==> src/inc/vlg_pkg.sv <==
// constants, register map and field layout of the video line gate
// Contract
// - blanking interrupt enable raises end-of-blanking interrupt
// - interrupt at earlier of V-drop or limit EAV
// - interrupt works regardless of crop setting
// - crop bit suppresses line-valid on blanking lines
// - only first N blanking lines get line-valid
// - only first N active lines get line-valid
// - read bit 30 gives field of interrupt EAV
// - read bit 31 gives blanking/active interrupt type
// - write bit 30 reserved, bit 31 translation enable
// - alias bit steers second misc address to control
// - control register resets to 0x80001
// - V and F sampled only at EAV
// - bit 19 holds translation module in reset
// - bit 0 disables translation path
package vlg_pkg;
  localparam int          ADR_W         = 8;
  localparam logic [7:0]  OFS_MISC_FIRST  = 8'h10;
  localparam logic [7:0]  OFS_MISC_SECOND = 8'h14;
  localparam logic [7:0]  OFS_IRQ_STATUS  = 8'h40;
  localparam logic [7:0]  OFS_IRQ_MASK    = 8'h44;
  localparam int          MISC_ALIAS_BIT = 30;
  localparam int          CTL_DIS_BIT    = 0;
  localparam int          CTL_INT_BIT    = 1;
  localparam int          CTL_CROP_BIT   = 2;
  localparam int          CTL_VBI_LO     = 4;
  localparam int          CTL_VBI_W      = 5;
  localparam int          CTL_VID_LO     = 9;
  localparam int          CTL_VID_W      = 10;
  localparam int          CTL_RST_BIT    = 19;
  localparam int          CTL_FIELD_BIT  = 30;
  localparam int          CTL_TOP_BIT    = 31;
  localparam logic [31:0] CTL_RESET      = 32'h0008_0001;
  localparam int          EVT_W          = 2;
  localparam int          EVT_VBI_END    = 0;
  localparam int          EVT_FIELD      = 1;
  localparam logic [7:0]  CODE_FF        = 8'hFF;
  localparam logic [7:0]  CODE_00        = 8'h00;
  localparam int          CODE_F_BIT     = 6;
  localparam int          CODE_V_BIT     = 5;
  localparam int          CODE_H_BIT     = 4;
  typedef enum logic [1:0] {
    PRE_IDLE = 2'b00,
    PRE_FF   = 2'b01,
    PRE_00A  = 2'b10,
    PRE_00B  = 2'b11
  } vlg_pre_type;
endpackage : vlg_pkg

==> src/core/vlg_line_gate.sv <==
// coded video stream to line-valid port translator with wishbone registers
//
// The implementer's own choice: the Wishbone slave port.
`timescale 1ns/10ps
module vlg_line_gate
  import vlg_pkg::*;
(
  input  wire logic                   clk_i,
  input  wire logic                   rst_i,
  input  wire logic                   wb_cyc_i,
  input  wire logic                   wb_stb_i,
  input  wire logic                   wb_we_i,
  input  wire logic [vlg_pkg::ADR_W-1:0] wb_adr_i,
  input  wire logic [3:0]             wb_sel_i,
  input  wire logic [31:0]            wb_dat_i,
  output logic      [31:0]            wb_dat_o,
  output logic                        wb_ack_o,
  input  wire logic                   vid_clk_i,
  input  wire logic [7:0]             vid_data_i,
  output logic      [7:0]             port_data_o,
  output logic                        port_line_valid_o,
  output logic                        port_intr_o,
  output logic                        irq_o
);
  import vlg_pkg::*;

  typedef struct packed {
    logic                 ack;
    logic [31:0]          rdat;
    logic                 alias_sel;
    logic [31:0]          misc_second;
    logic                 dis;
    logic                 int_en;
    logic                 crop;
    logic [CTL_VBI_W-1:0] vbi_max;
    logic [CTL_VID_W-1:0] vid_max;
    logic                 mod_rst;
    logic                 xl_en;
    logic                 last_irq_field_bit;
    logic                 last_irq_was_blanking;
    logic [EVT_W-1:0]     sts;
    logic [EVT_W-1:0]     msk;
    logic                 irq;
    logic                 vs1;
    logic                 vs2;
    logic                 vs3;
    logic [7:0]           ds1;
    logic [7:0]           ds2;
    vlg_pre_type          pre;
    logic                 cur_v;
    logic                 cur_f;
    logic                 line_ok;
    logic                 arm;
    logic                 vact;
    logic [7:0]           vdat;
    logic [CTL_VBI_W-1:0] vbi_cnt;
    logic [CTL_VID_W-1:0] vid_cnt;
    logic                 fired;
    logic                 vintr;
  } vlg_state_type;

  vlg_state_type s_q;
  vlg_state_type s_d;

  function automatic logic [31:0] merge(input logic [31:0] old_w, input logic [31:0] new_w,
                                        input logic [3:0] sel);
    logic [31:0] r;
    r = old_w;
    for (int i = 0; i < 4; i++) begin
      if (sel[i]) begin
        r[i*8 +: 8] = new_w[i*8 +: 8];
      end
    end
    return r;
  endfunction : merge

  logic [31:0]          ctl_word;
  logic [31:0]          ctl_read;
  logic [7:0]           adr_w;
  logic                 req;
  logic                 wr_now;
  logic                 run;
  logic                 edge_seen;
  logic [7:0]           b;
  logic                 nv;
  logic                 nf;
  logic [CTL_VBI_W-1:0] vbi_n;
  logic [CTL_VID_W-1:0] vid_n;
  logic [31:0]          w;
  logic [EVT_W-1:0]     evt;
  logic [EVT_W-1:0]     clr;

  always_comb begin
    // write view: bit 31 is the translation enable, bit 30 reserved
    ctl_word = '0;
    ctl_word[CTL_DIS_BIT]  = s_q.dis;
    ctl_word[CTL_INT_BIT]  = s_q.int_en;
    ctl_word[CTL_CROP_BIT] = s_q.crop;
    ctl_word[CTL_VBI_LO +: CTL_VBI_W] = s_q.vbi_max;
    ctl_word[CTL_VID_LO +: CTL_VID_W] = s_q.vid_max;
    ctl_word[CTL_RST_BIT]  = s_q.mod_rst;
    ctl_word[CTL_TOP_BIT]  = s_q.xl_en;
    ctl_read = ctl_word;
    ctl_read[CTL_FIELD_BIT] = s_q.last_irq_field_bit;
    ctl_read[CTL_TOP_BIT]   = s_q.last_irq_was_blanking;
  end

  always_comb begin
    s_d       = s_q;
    adr_w     = {wb_adr_i[7:2], 2'b00};
    req       = wb_cyc_i && wb_stb_i;
    wr_now    = req && wb_we_i && s_q.ack;
    run       = !s_q.dis && !s_q.mod_rst && s_q.xl_en;
    edge_seen = s_q.vs2 && !s_q.vs3;
    b         = s_q.ds2;
    nv        = b[CODE_V_BIT];
    nf        = b[CODE_F_BIT];
    vbi_n     = s_q.cur_v ? s_q.vbi_cnt : '0;
    vid_n     = s_q.cur_v ? '0 : s_q.vid_cnt;
    w         = '0;
    evt       = '0;
    clr       = '0;

    // bus slave: ack one cycle after request, write commits on the ack edge
    s_d.ack  = req && !s_q.ack;
    s_d.rdat = '0;
    if (req && !s_q.ack && !wb_we_i) begin
      unique case (adr_w)
        OFS_MISC_FIRST:  s_d.rdat = {1'b0, s_q.alias_sel, 30'h0000_0000};
        OFS_MISC_SECOND: s_d.rdat = s_q.alias_sel ? ctl_read : s_q.misc_second;
        OFS_IRQ_STATUS:  s_d.rdat = {30'h0000_0000, s_q.sts};
        OFS_IRQ_MASK:    s_d.rdat = {30'h0000_0000, s_q.msk};
        default:         s_d.rdat = '0;
      endcase
    end
    if (wr_now) begin
      unique case (adr_w)
        OFS_MISC_FIRST: begin
          w = merge({1'b0, s_q.alias_sel, 30'h0000_0000}, wb_dat_i, wb_sel_i);
          s_d.alias_sel = w[MISC_ALIAS_BIT];
        end
        OFS_MISC_SECOND: begin
          if (s_q.alias_sel) begin
            w = merge(ctl_word, wb_dat_i, wb_sel_i);
            s_d.dis     = w[CTL_DIS_BIT];
            s_d.int_en  = w[CTL_INT_BIT];
            s_d.crop    = w[CTL_CROP_BIT];
            s_d.vbi_max = w[CTL_VBI_LO +: CTL_VBI_W];
            s_d.vid_max = w[CTL_VID_LO +: CTL_VID_W];
            s_d.mod_rst = w[CTL_RST_BIT];
            s_d.xl_en   = w[CTL_TOP_BIT];
          end else begin
            s_d.misc_second = merge(s_q.misc_second, wb_dat_i, wb_sel_i);
          end
        end
        OFS_IRQ_STATUS: begin
          w   = merge('0, wb_dat_i, wb_sel_i);
          clr = w[EVT_W-1:0];
        end
        OFS_IRQ_MASK: begin
          w = merge({30'h0000_0000, s_q.msk}, wb_dat_i, wb_sel_i);
          s_d.msk = w[EVT_W-1:0];
        end
        default: ;
      endcase
    end

    // link clock and data: two flops each before use
    s_d.vs1 = vid_clk_i;
    s_d.vs2 = s_q.vs1;
    s_d.vs3 = s_q.vs2;
    s_d.ds1 = vid_data_i;
    s_d.ds2 = s_q.ds1;
    s_d.vintr = 1'b0;

    if (edge_seen) begin
      s_d.vdat = b;
      if (s_q.pre == PRE_00B) begin
        s_d.pre = PRE_IDLE;
        if (b[CODE_H_BIT]) begin
          // V and F change only here and apply to the next line
          s_d.cur_v = nv;
          s_d.cur_f = nf;
          s_d.vact  = 1'b0;
          if (nf != s_q.cur_f) begin
            evt[EVT_FIELD] = 1'b1;
          end
          // end of blanking: first non-V EAV or EAV of last counted line
          if (s_q.int_en && s_q.cur_v && !s_q.fired &&
              (!nv || s_q.vbi_cnt == s_q.vbi_max)) begin
            s_d.vintr = 1'b1;
            s_d.fired = 1'b1;
            s_d.last_irq_field_bit    = nf;
            s_d.last_irq_was_blanking = nv;
            evt[EVT_VBI_END] = 1'b1;
          end
          if (nv) begin
            if (!s_q.cur_v) begin
              s_d.fired = 1'b0;
            end
            s_d.line_ok = !s_q.crop && (vbi_n < s_q.vbi_max);
            s_d.vbi_cnt = (vbi_n < s_q.vbi_max) ? vbi_n + 1'b1 : vbi_n;
          end else begin
            s_d.line_ok = vid_n < s_q.vid_max;
            s_d.vid_cnt = (vid_n < s_q.vid_max) ? vid_n + 1'b1 : vid_n;
          end
        end else begin
          // start code only arms; valid waits for the first pixel byte
          s_d.arm = s_q.line_ok;
        end
      end else if (b == CODE_FF) begin
        // timing preamble ends the pixel period
        s_d.pre  = PRE_FF;
        s_d.vact = 1'b0;
        s_d.arm  = 1'b0;
      end else if (s_q.pre == PRE_FF && b == CODE_00) begin
        s_d.pre = PRE_00A;
      end else if (s_q.pre == PRE_00A && b == CODE_00) begin
        s_d.pre = PRE_00B;
      end else begin
        // pixel byte: valid only once the start code armed the line
        s_d.pre  = PRE_IDLE;
        s_d.vact = s_q.arm && run;
      end
    end

    // disable, module reset and enable, or crop on a blanking line, may change mid-line; drop valid at once
    if (!run || (s_q.crop && s_q.cur_v)) begin
      s_d.vact = 1'b0;
    end
    if (s_q.mod_rst) begin
      s_d.vact    = 1'b0;
      s_d.vintr   = 1'b0;
      s_d.vbi_cnt = '0;
      s_d.vid_cnt = '0;
      s_d.fired   = 1'b0;
      s_d.pre     = PRE_IDLE;
      s_d.line_ok = 1'b0;
      s_d.arm     = 1'b0;
      evt         = '0;
    end

    // a new event beats a simultaneous clear
    s_d.sts = (s_q.sts & ~clr) | evt;
    s_d.irq = |(s_q.sts & s_q.msk);
  end

  always_ff @(posedge clk_i) begin
    if (rst_i) begin
      s_q         <= '0;
      s_q.dis     <= CTL_RESET[CTL_DIS_BIT];
      s_q.mod_rst <= CTL_RESET[CTL_RST_BIT];
      s_q.xl_en   <= CTL_RESET[CTL_TOP_BIT];
    end else begin
      s_q <= s_d;
    end
  end

  assign wb_ack_o          = s_q.ack;
  assign wb_dat_o          = s_q.rdat;
  assign port_data_o       = s_q.vdat;
  assign port_line_valid_o = s_q.vact;
  assign port_intr_o       = s_q.vintr;
  assign irq_o             = s_q.irq;
endmodule : vlg_line_gate

==> config.mk <==
export PLATFORM = sky130hd
export DESIGN_NAME = vlg_line_gate
export DESIGN_NICKNAME = d
export VERILOG_FILES = /design/src/inc/vlg_pkg.sv /design/src/core/vlg_line_gate.sv
export SDC_FILE = /design/constraint.sdc
export NUM_CORES = 1
export LEC_CHECK = 0
export ABC_AREA = 1
export BUFFER_PORTS_ARGS = -buffer_cell sky130_fd_sc_hd__buf_4
export CORE_UTILIZATION = 24
export CTS_CLUSTER_SIZE = 16
export DETAILED_ROUTE_END_ITERATION = 8
export PLACE_DENSITY = 0.45
export SLEW_MARGIN = 25
export SYNTH_ARGS = -nofsm -noshare
export SYNTH_HDL_FRONTEND = slang
export SYNTH_SLANG_ARGS = --single-unit
export TNS_END_PERCENT = 1
==> constraint.sdc <==
create_clock -name clk_i -period 2.1 [get_ports clk_i]
set_clock_uncertainty 0.15 [all_clocks]
set_input_delay 0.21 -clock clk_i [delete_from_list [all_inputs] [get_ports clk_i]]
set_output_delay 0.21 -clock clk_i [all_outputs]
set_load 0.05 [all_outputs]
# After elaboration in Yosys (flattened, before gate mapping)

Index checks and enable logic that the tools add are counted.

Register bits: 144
Output and inout port bits: 44
Logic and storage cells: 145

Add/subtract/negate cells: 2
$lt $le $gt $ge: 2
Equal/unequal tests: 14
Muxes and demuxes: 30
Bitwise logic cells: 10
Reduce and logical (&&, ||, !) cells: 50

Operators by type and width:

| cell                  | count |
|---|---|
| $pmux 32 s4           | 1 |
| $reduce_and 4->1      | 12 |
| $mux 32               | 1 |
| $mux 2                | 13 |
| $mux 10               | 2 |
| $logic_and 1x1->1     | 16 |
| $eq 6x3->1 const B    | 2 |
| $eq 6x5->1 const B    | 2 |
| $reduce_and 3->1      | 4 |
| $mux 1                | 11 |
| $add 10x1->10 const B | 1 |
| $lt 10x10->1          | 1 |
| $mux 5                | 2 |
| $logic_not 1->1       | 9 |
| $eq 8x8->1 const B    | 1 |
| $logic_not 8->1       | 1 |
| $ne 3x3->1 const B    | 2 |
| $not 1->1             | 6 |
| $reduce_or 2->1       | 3 |
| $add 5x1->5 const B   | 1 |
| $eq 5x5->1            | 1 |
| $lt 5x5->1            | 1 |
| $reduce_or 5->1       | 1 |
| $and 2x2->2           | 2 |
| 9 further kinds       | 12 |

# Depth between registers and ports, before layout

Gate-level depths: netlist of the first run.

Word-level depth: 9
Gate-level depth with buffers: 16
Mapped depth without buffers: 15

# Worst setup path before layout of the first run

OpenSTA, ideal clock, no wires.

Path kind: reg-to-reg
Start point: register s_q[29] in the netlist's numbering
End point: register s_q[6] in the netlist's numbering
Library setup time: 0.128 ns
Arrival time: 1.790 ns
Required time: 1.822 ns
Path slack: 0.033 ns
Cell stages (with the launch flop): 12
Buffers on the path: 2
Period minus slack after synthesis: 2.067 ns
Cells stage by stage: dfxtp_1 -> buf_2 -> nor2_1 -> ha_1 -> a21o_1 -> nor2_1 -> nand2_1 -> nor2_4 -> buf_4 -> nand4_1 -> nand2_1 -> nor2_1

Word-level cells in the longest chain between the ends: 3

RTL lines:

| element                                              | RTL line             | source |
|---|---|---|
| start, declared                                      | vlg_line_gate.sv:62  | `vlg_state_type s_q;` |
| $mux 10 *                                            | vlg_line_gate.sv:119 | `vid_n = s_q.cur_v ? '0 : s_q.vid_cnt;` |
| $add 10x1->10 / $lt 10x10->1 (equally long branches) | vlg_line_gate.sv:205 | `s_d.vid_cnt = (vid_n < s_q.vid_max) ? vid_n + 1'b1 : vid_n;` |
| $mux 10 *                                            | vlg_line_gate.sv:205 |  |

Every way passes the cells marked *; elsewhere a longest branch is shown, timed or not.
A chain may end at the register's enable or synchronous reset.

# Worst setup path after layout of the first run

Start point: register s_q[29] in the netlist's numbering
End point: register s_q[9] in the netlist's numbering

The elaborated chain is that of the path after synthesis.

==> reports/qor.csv, run 1 <==
stage,metric,value,unit
worst_setup_path,flop-to-flop setup slack,0.08,ns
clock_network,CTS tree,yes,
place,placed cell area,7620,µm²
place,placed insts,1334,
cells_and_area,post-route cell area,8830,µm²
worst_setup_path,crit-path cells,buf_4 > nor2_2 > ha_1 > nand2_1 > nand2_1 > nand2_1 > nand2_1 > nand2_1 > nand2_2 > nor2_4 > buf_6 > nand3_1 > nand2_1 > nand2_1 > nor2_1,
sta,worst-margin pin slew,0.471,ns
clock_network,Longest Clk Path Bufs,2,
worst_setup_path,Worst Setup End Kind,register,
grt,gr busiest metal,met2,
hold_path,hold depth,6,
cells_and_area,fin nets,1103,
job,Max-cap violations,0,
run_status,status,completed,
cells_and_area,"most common cell after layout, fill and taps aside",nand2_1,
cells_and_area,fin cells,1416,
grt,initial antenna violation count,1,
pwr,PwrDens,724,nW/µm²
synthesis,fraction of registers with async set/reset,0,
cells_and_area,layout overhead on the synthesized area,32.5,%
grt,vias in the first global route,5578,
worst_setup_path,startpoint types,register,
clock_network,total clock buffers created by CTS,17,
sta,RSZ-0062 raised after global routing,true,
sta,Hold Worst Slack,0.0315,ns
sta,Final Setup Violations,0,
clock_network,Sink Count,144,
synthesis,synth top area cells,"dfxtp_1 43%, nand2_1 8.8%, nor2_1 7.9%, inv_1 6.0%, buf_4 5.0%",
worst_setup_path,"Req. time, crit path",2.31,ns
synthesis,Synth top area share,0.433,
synthesis,"area leader, netlist",dfxtp_1,
route,initial drt markers,273,
worst_setup_path,Worst EP arrival,2.23,ns
floorplan,row count,60,
synthesis,Syn Nets,978,
worst_setup_path,Setup CP Type,register to register,
clock_network,clk root buf,clkbuf_16,
sta,minimum clock period,2.02,ns
worst_setup_path,CP bufs+invs,2,
place,port buffer count,99,
floorplan,die width,169,µm
floorplan,IO Pins,102,
route,Via density,4.16,
worst_setup_path,Critical R2R Launch,s_q[29],
route,via count,5892,
clock_network,H-tree lvl count,4,
synthesis,Yosys cell types,43,
synthesis,Ys Warns,0,
sta,slew margin rel.,0.685,
route,final WL,18300,µm
synthesis,Mapped Area,6660,µm²
cells_and_area,layout cells sized above 1,0.200,
floorplan,core area,27100,µm²
synthesis,syn avg cell area,7.36,µm²
cells_and_area,"commonest non-fill, non-tap cells in the layout","155 x nand2_1, 143 x dfxtp_1, 137 x nor2_1",
worst_setup_path,Reg2Reg Depth,15,
pwr,Max VDD drop,498,µV
place,HPWL after DPL,13100,µm
grt,M3 GR Usage,0.0306,
hold_path,sink of the worst hold path,wb_dat_o[30],
grt,Total GRT Usage,0.134,
grt,GRT met2 Usage,0.217,
cells_and_area,Final Util,0.326,
sta,Final Hold Vio Count,0,
synthesis,"Seq/Total Area, Yosys",0.433,
route,Pre-antenna DRT Iters,4,
sta,Max Slew Vio Count,0,
grt,grt total ovfl,0,
floorplan,Die Y,169,µm
synthesis,Post-synth EDFFs,0,
clock_network,"Reg clk slew, reported paths",0.06,ns
route,# DRC,0,
route,WL per Instance,13.0,µm
worst_setup_path,reg2reg end,s_q[9],
clock_network,Clock Latency Late Sink,0.43,ns
synthesis,Synth Instances,905,
grt,global-route wire length before repair,29800,µm
worst_setup_path,most frequent CP cell,nand2_1,
sta,Max Fclk,0.495,GHz
floorplan,initial core utilization,0.246,
worst_setup_path,Max stage delay on crit path,0.36,ns
hold_path,Worst Hold Launch,wb_adr_i[3],
synthesis,register bit total from synthesis,144,
grt,met1 GRT Util,0.176,
floorplan,full die area,28400,µm²
synthesis,Post-synth top flop,dfxtp_1,
route,Post-DRT Antenna Nets,0,
worst_setup_path,Worst Path Max Fanout,9,
place,gpl congestion,0.786,
sta,fin crit share,0.961,
worst_setup_path,"delay-heaviest family, CP",simple AND/OR/NAND/NOR gates,
hold_path,Worst Hold Class,input pin to register,
pwr,static leakage,3.91,nW
grt,pin count of the biggest net entering global routing,48,
worst_setup_path,crit path max-delay cell type,dfxtp_4,
flip-flops by register name, indices dropped and copies added, names as in the netlist:
register and count:
s_q 60, wb_dat_o 32, ctl_read 21, s_d 10, b 8, port_data_o 8
ctl_word 1, irq_o 1, port_intr_o 1, port_line_valid_o 1, wb_ack_o 1
synthesized netlist by cell type, types with 3 or more instances:
master    number
nand2_1      157
dfxtp_1      144
nor2_1       141
inv_1        107
o21ai_0       65
nand3_1       48
buf_4         44
nor3_1        44
a21oi_1       43
ha_1          15
nand4_1       13
clkbuf_1      10
buf_2          8
inv_2          8
buf_6          5
nor2_8         5
nand2_2        4
nor2_4         4
nor3_2         4
buf_1          3
cell families (layout without fill, tap and decap cells):
| kind of cell | Yosys count | count (layout) | share of synthesized area |
|---|---|---|---|
| simple gates | 432 | 432 | 0.298 |
| buf+inv | 186 | 324 | 0.137 |
| flops | 144 | 144 | 0.433 |
| compound gates | 124 | 124 | 0.0990 |
| fa+ha+maj | 15 | 15 | 0.0282 |
| xor+xnor | 4 | 4 | 0.00526 |
| other cells | 0 | 1 | 0 |
repair_timing:
| action | 4_1_cts | 5_1_grt |
|---|---|---|
| resized for setup | 2 | 20 |
| endpoints found under the setup margin | 10 | 41 |
| pin swaps | 2 | 5 |
| buffers inserted | 1 | 1 |
| hold buffers | 47 | 0 |
| hold endpoints to repair | 66 | 0 |
layer usage:
metal	share of wire	vias to the layer above	wire length [µm]
met5	0	-	0
met4	0.010	0	186
met3	0.046	16	844
met2	0.46	118	8400
met1	0.49	2645	8900
li1	-	3113	-
worst min-delay path, cell delays in order:
cell and delay, ns:
buf_4 0.09, inv_1 0.04, nand2_1 0.05, o21ai_0 0.07, nand2_1 0.06, nor2_1 0.04
how the worst max path moves through the flow:
stage | to | slack [ns] | from | cells past startpoint
3_3_place_gp | s_q[5] | 0.002 | s_q[29] | 13
5_1_grt | s_q[8] | -0.13 | s_q[29] | 14
6_report | s_q[9] | 0.08 | s_q[29] | 15
4_1_cts | s_q[15] | 0.02 | s_q[29] | 12
2_1_floorplan | s_q[6] | 0.03 | s_q[29] | 11
3_5_place_dp | s_q[9] | -0.01 | s_q[29] | 13
final cells by class:
class | count | area (µm²)
Inverter | 116 | 435
Multi-Input combinational cell | 575 | 2950
Timing Repair Buffer | 176 | 1460
Clock buffer | 18 | 429
Tap cell | 372 | 465
Clock inverter | 14 | 203
Fill cell | 2922 | 18300
Antenna cell | 1 | 2.50
Sequential cell | 144 | 2890
power breakdown:
part	total, mW	switching, mW	internal [mW]
Sequential	2.77	0.0124	2.75
Clock	3.30	1.29	2.01
Combinational	0.328	0.164	0.164
metrics by stage:
step	setup TNS, ns	setup slack [ns]	total power [mW]
floorplan	0	0.0327	2.95
global placement	0	0.00207	3.09
detailed placement	-0.0217	-0.0114	3.09
CTS	0	0.0160	6.49
global route	-0.909	-0.126	6.65
finish	0	0.0815	6.39
(Power assumes the default switching activity.)
==> run 2, diff against run 1 <==
--- a/config.mk
+++ b/config.mk
@@ -7,10 +7,11 @@
 export LEC_CHECK = 0
 export ABC_AREA = 1
 export BUFFER_PORTS_ARGS = -buffer_cell sky130_fd_sc_hd__buf_4
-export CORE_UTILIZATION = 24
+export CORE_UTILIZATION = 35
 export CTS_CLUSTER_SIZE = 16
 export DETAILED_ROUTE_END_ITERATION = 8
-export PLACE_DENSITY = 0.45
+export PLACE_DENSITY = 0.59
+export REMOVE_ABC_BUFFERS = 1
 export SLEW_MARGIN = 25
 export SYNTH_ARGS = -nofsm -noshare
 export SYNTH_HDL_FRONTEND = slang
==> reports/qor.csv, run 2 (synthesis results as in run 1) <==
stage,metric,value,unit
route,Pre-antenna DRT Iters,5,
place,placed cell area,7460,µm²
floorplan,initial core utilization,0.356,
worst_setup_path,Max stage delay on crit path,0.37,ns
run_status,status,completed,
grt,pin count of the biggest net entering global routing,60,
worst_setup_path,Reg2Reg Depth,14,
worst_setup_path,"delay-heaviest family, CP",simple AND/OR/NAND/NOR gates,
sta,worst-margin pin slew,0.449,ns
pwr,PwrDens,694,nW/µm²
cells_and_area,layout overhead on the synthesized area,29.5,%
worst_setup_path,Worst EP arrival,2.28,ns
clock_network,Longest Clk Path Bufs,2,
sta,RSZ-0062 raised after global routing,true,
cells_and_area,fill count,1862,
grt,initial antenna violation count,0,
cells_and_area,fin cells,1276,
floorplan,die width,140,µm
cells_and_area,Final Util,0.461,
worst_setup_path,crit-path cells,inv_2 > nand2_1 > inv_1 > ha_1 > nand2_1 > a21oi_1 > nor2_1 > nand2_2 > nor2_4 > clkbuf_16 > nand3_1 > nand2_1 > nand2_1 > nor2_1,
worst_setup_path,Worst Path Max Fanout,8,
hold_path,Worst Hold Class,input pin to register,
route,Via density,4.67,
grt,vias in the first global route,5589,
cells_and_area,"commonest non-fill, non-tap cells in the layout","153 x nand2_1, 143 x dfxtp_1, 138 x nor2_1",
route,final WL,16300,µm
worst_setup_path,Critical R2R Launch,s_q[29],
cells_and_area,fin nets,1102,
clock_network,clk root buf,clkbuf_16,
worst_setup_path,crit path max-delay cell type,dfxtp_4,
sta,Max Slew Vio Count,0,
clock_network,"Reg clk slew, reported paths",0.06,ns
pwr,Max VDD drop,636,µV
cells_and_area,"Most flops, register",s_q,
hold_path,sink of the worst hold path,wb_dat_o[30],
clock_network,Clock Latency Late Sink,0.42,ns
hold_path,Worst Hold Launch,wb_adr_i[3],
worst_setup_path,CP bufs+invs,3,
cells_and_area,diode count,0,
cells_and_area,layout cells sized above 1,0.199,
clock_network,CTS tree,yes,
clock_network,H-tree lvl count,4,
sta,setup_tns,0,ns
cells_and_area,post-route cell area,8630,µm²
job,Max-cap violations,0,
grt,global-route wire length before repair,27100,µm
clock_network,total clock buffers created by CTS,17,
floorplan,Die Y,140,µm
sta,fin crit share,0.985,
floorplan,IO Pins,102,
worst_setup_path,flop-to-flop setup slack,0.03,ns
sta,Max Fclk,0.483,GHz
route,# DRC,0,
cells_and_area,"most common cell after layout, fill and taps aside",nand2_1,
pwr,static leakage,3.89,nW
sta,minimum clock period,2.07,ns
worst_setup_path,startpoint types,register,
place,HPWL after DPL,11300,µm
place,gpl congestion,0.822,
place,port buffer count,99,
sta,Final Hold Vio Count,0,
worst_setup_path,reg2reg end,s_q[9],
worst_setup_path,"Req. time, crit path",2.31,ns
grt,grt total ovfl,0,
floorplan,full die area,19600,µm²
worst_setup_path,most frequent CP cell,nand2_1,
sta,Final Setup Violations,0,
cells_and_area,max FFs per register,60,
floorplan,core area,18700,µm²
worst_setup_path,Setup CP Type,register to register,
pwr,total power draw,5.99,mW
place,placed insts,1193,
worst_setup_path,Worst Setup End Kind,register,
sta,slew margin rel.,0.700,
route,Post-DRT Antenna Nets,0,
route,initial drt markers,326,
grt,Total GRT Usage,0.174,
route,via count,5965,
hold_path,hold depth,6,
floorplan,row count,50,
route,WL per Instance,12.8,µm
clock_network,Sink Count,144,
run 2: cell count changes in the layout (fill, tap and decap cells not counted), sizes merged:
cell         before  now
buf             129  125
bufinv            4    0
clkbuf           18   20
diode             1    0
dlygate4sd3      47   49
inv             120  123
run 2: worst reg2reg max path, stage by stage (launching register included):
cell and delay [ns]:
dfxtp_4 0.37, inv_2 0.06, nand2_1 0.10, inv_1 0.06, ha_1 0.26, nand2_1 0.08
a21oi_1 0.04, nor2_1 0.16, nand2_2 0.09, nor2_4 0.21, clkbuf_16 0.19, nand3_1 0.06
nand2_1 0.06, nand2_1 0.05, nor2_1 0.07
run 2: where the power goes:
part | internal [mW] | switching [mW] | total [mW]
Clock | 1.62 | 1.28 | 2.90
Combinational | 0.167 | 0.157 | 0.324
Sequential | 2.75 | 0.0118 | 2.77
Total | 4.54 | 1.45 | 5.99
run 2: stage by stage:
| stage | worst slack (ns) | hold slack, ns |
|---|---|---|
| after floorplan | -0.303 | 0.129 |
| after global placement | 0.0413 | 0.239 |
| after detailed placement | 0.00694 | 0.244 |
| after CTS | 0.0114 | 0.0226 |
| after global routing | -0.126 | 0.0649 |
| final | 0.0311 | 0.0318 |
run 2: timing repair:
item / CTS / global route
hold buffers: 49 / 0
hold endpoints to repair: 69 / 0
resized for setup: 0 / 21
endpoints found under the setup margin: 1 / 25
setup buffers: 0 / 1
pin swaps: 1 / 7
cloned: 0 / 1
run 2: cell type report:
type	count	area [µm²]	area share
clock inverters	13	118	0.0136
multi-input cells	575	2930	0.340
inverters	116	435	0.0505
repair buffers	175	1510	0.175
well taps	234	293	0.0339
flip-flops and latches	144	2890	0.335
clock buffers	19	453	0.0525
run 2: how the worst max path moves through the flow:
stage,depth (start not counted),start,slack [ns],end
2_1_floorplan,5,s_q[110],-0.30,s_q[100]
3_3_place_gp,12,s_q[29],0.04,s_q[15]
3_5_place_dp,12,s_q[29],0.007,s_q[15]
4_1_cts,12,s_q[29],0.01,s_q[15]
5_1_grt,14,s_q[29],-0.13,s_q[9]
6_report,14,s_q[29],0.03,s_q[9]
run 2: per-layer routing:
layer,up-vias,global-route usage,routed length (µm)
li1,3111,-,-
met1,2692,0.233,7840
met2,148,0.283,7550
met3,14,0.0373,769
met4,0,0.0486,137
met5,-,0,0
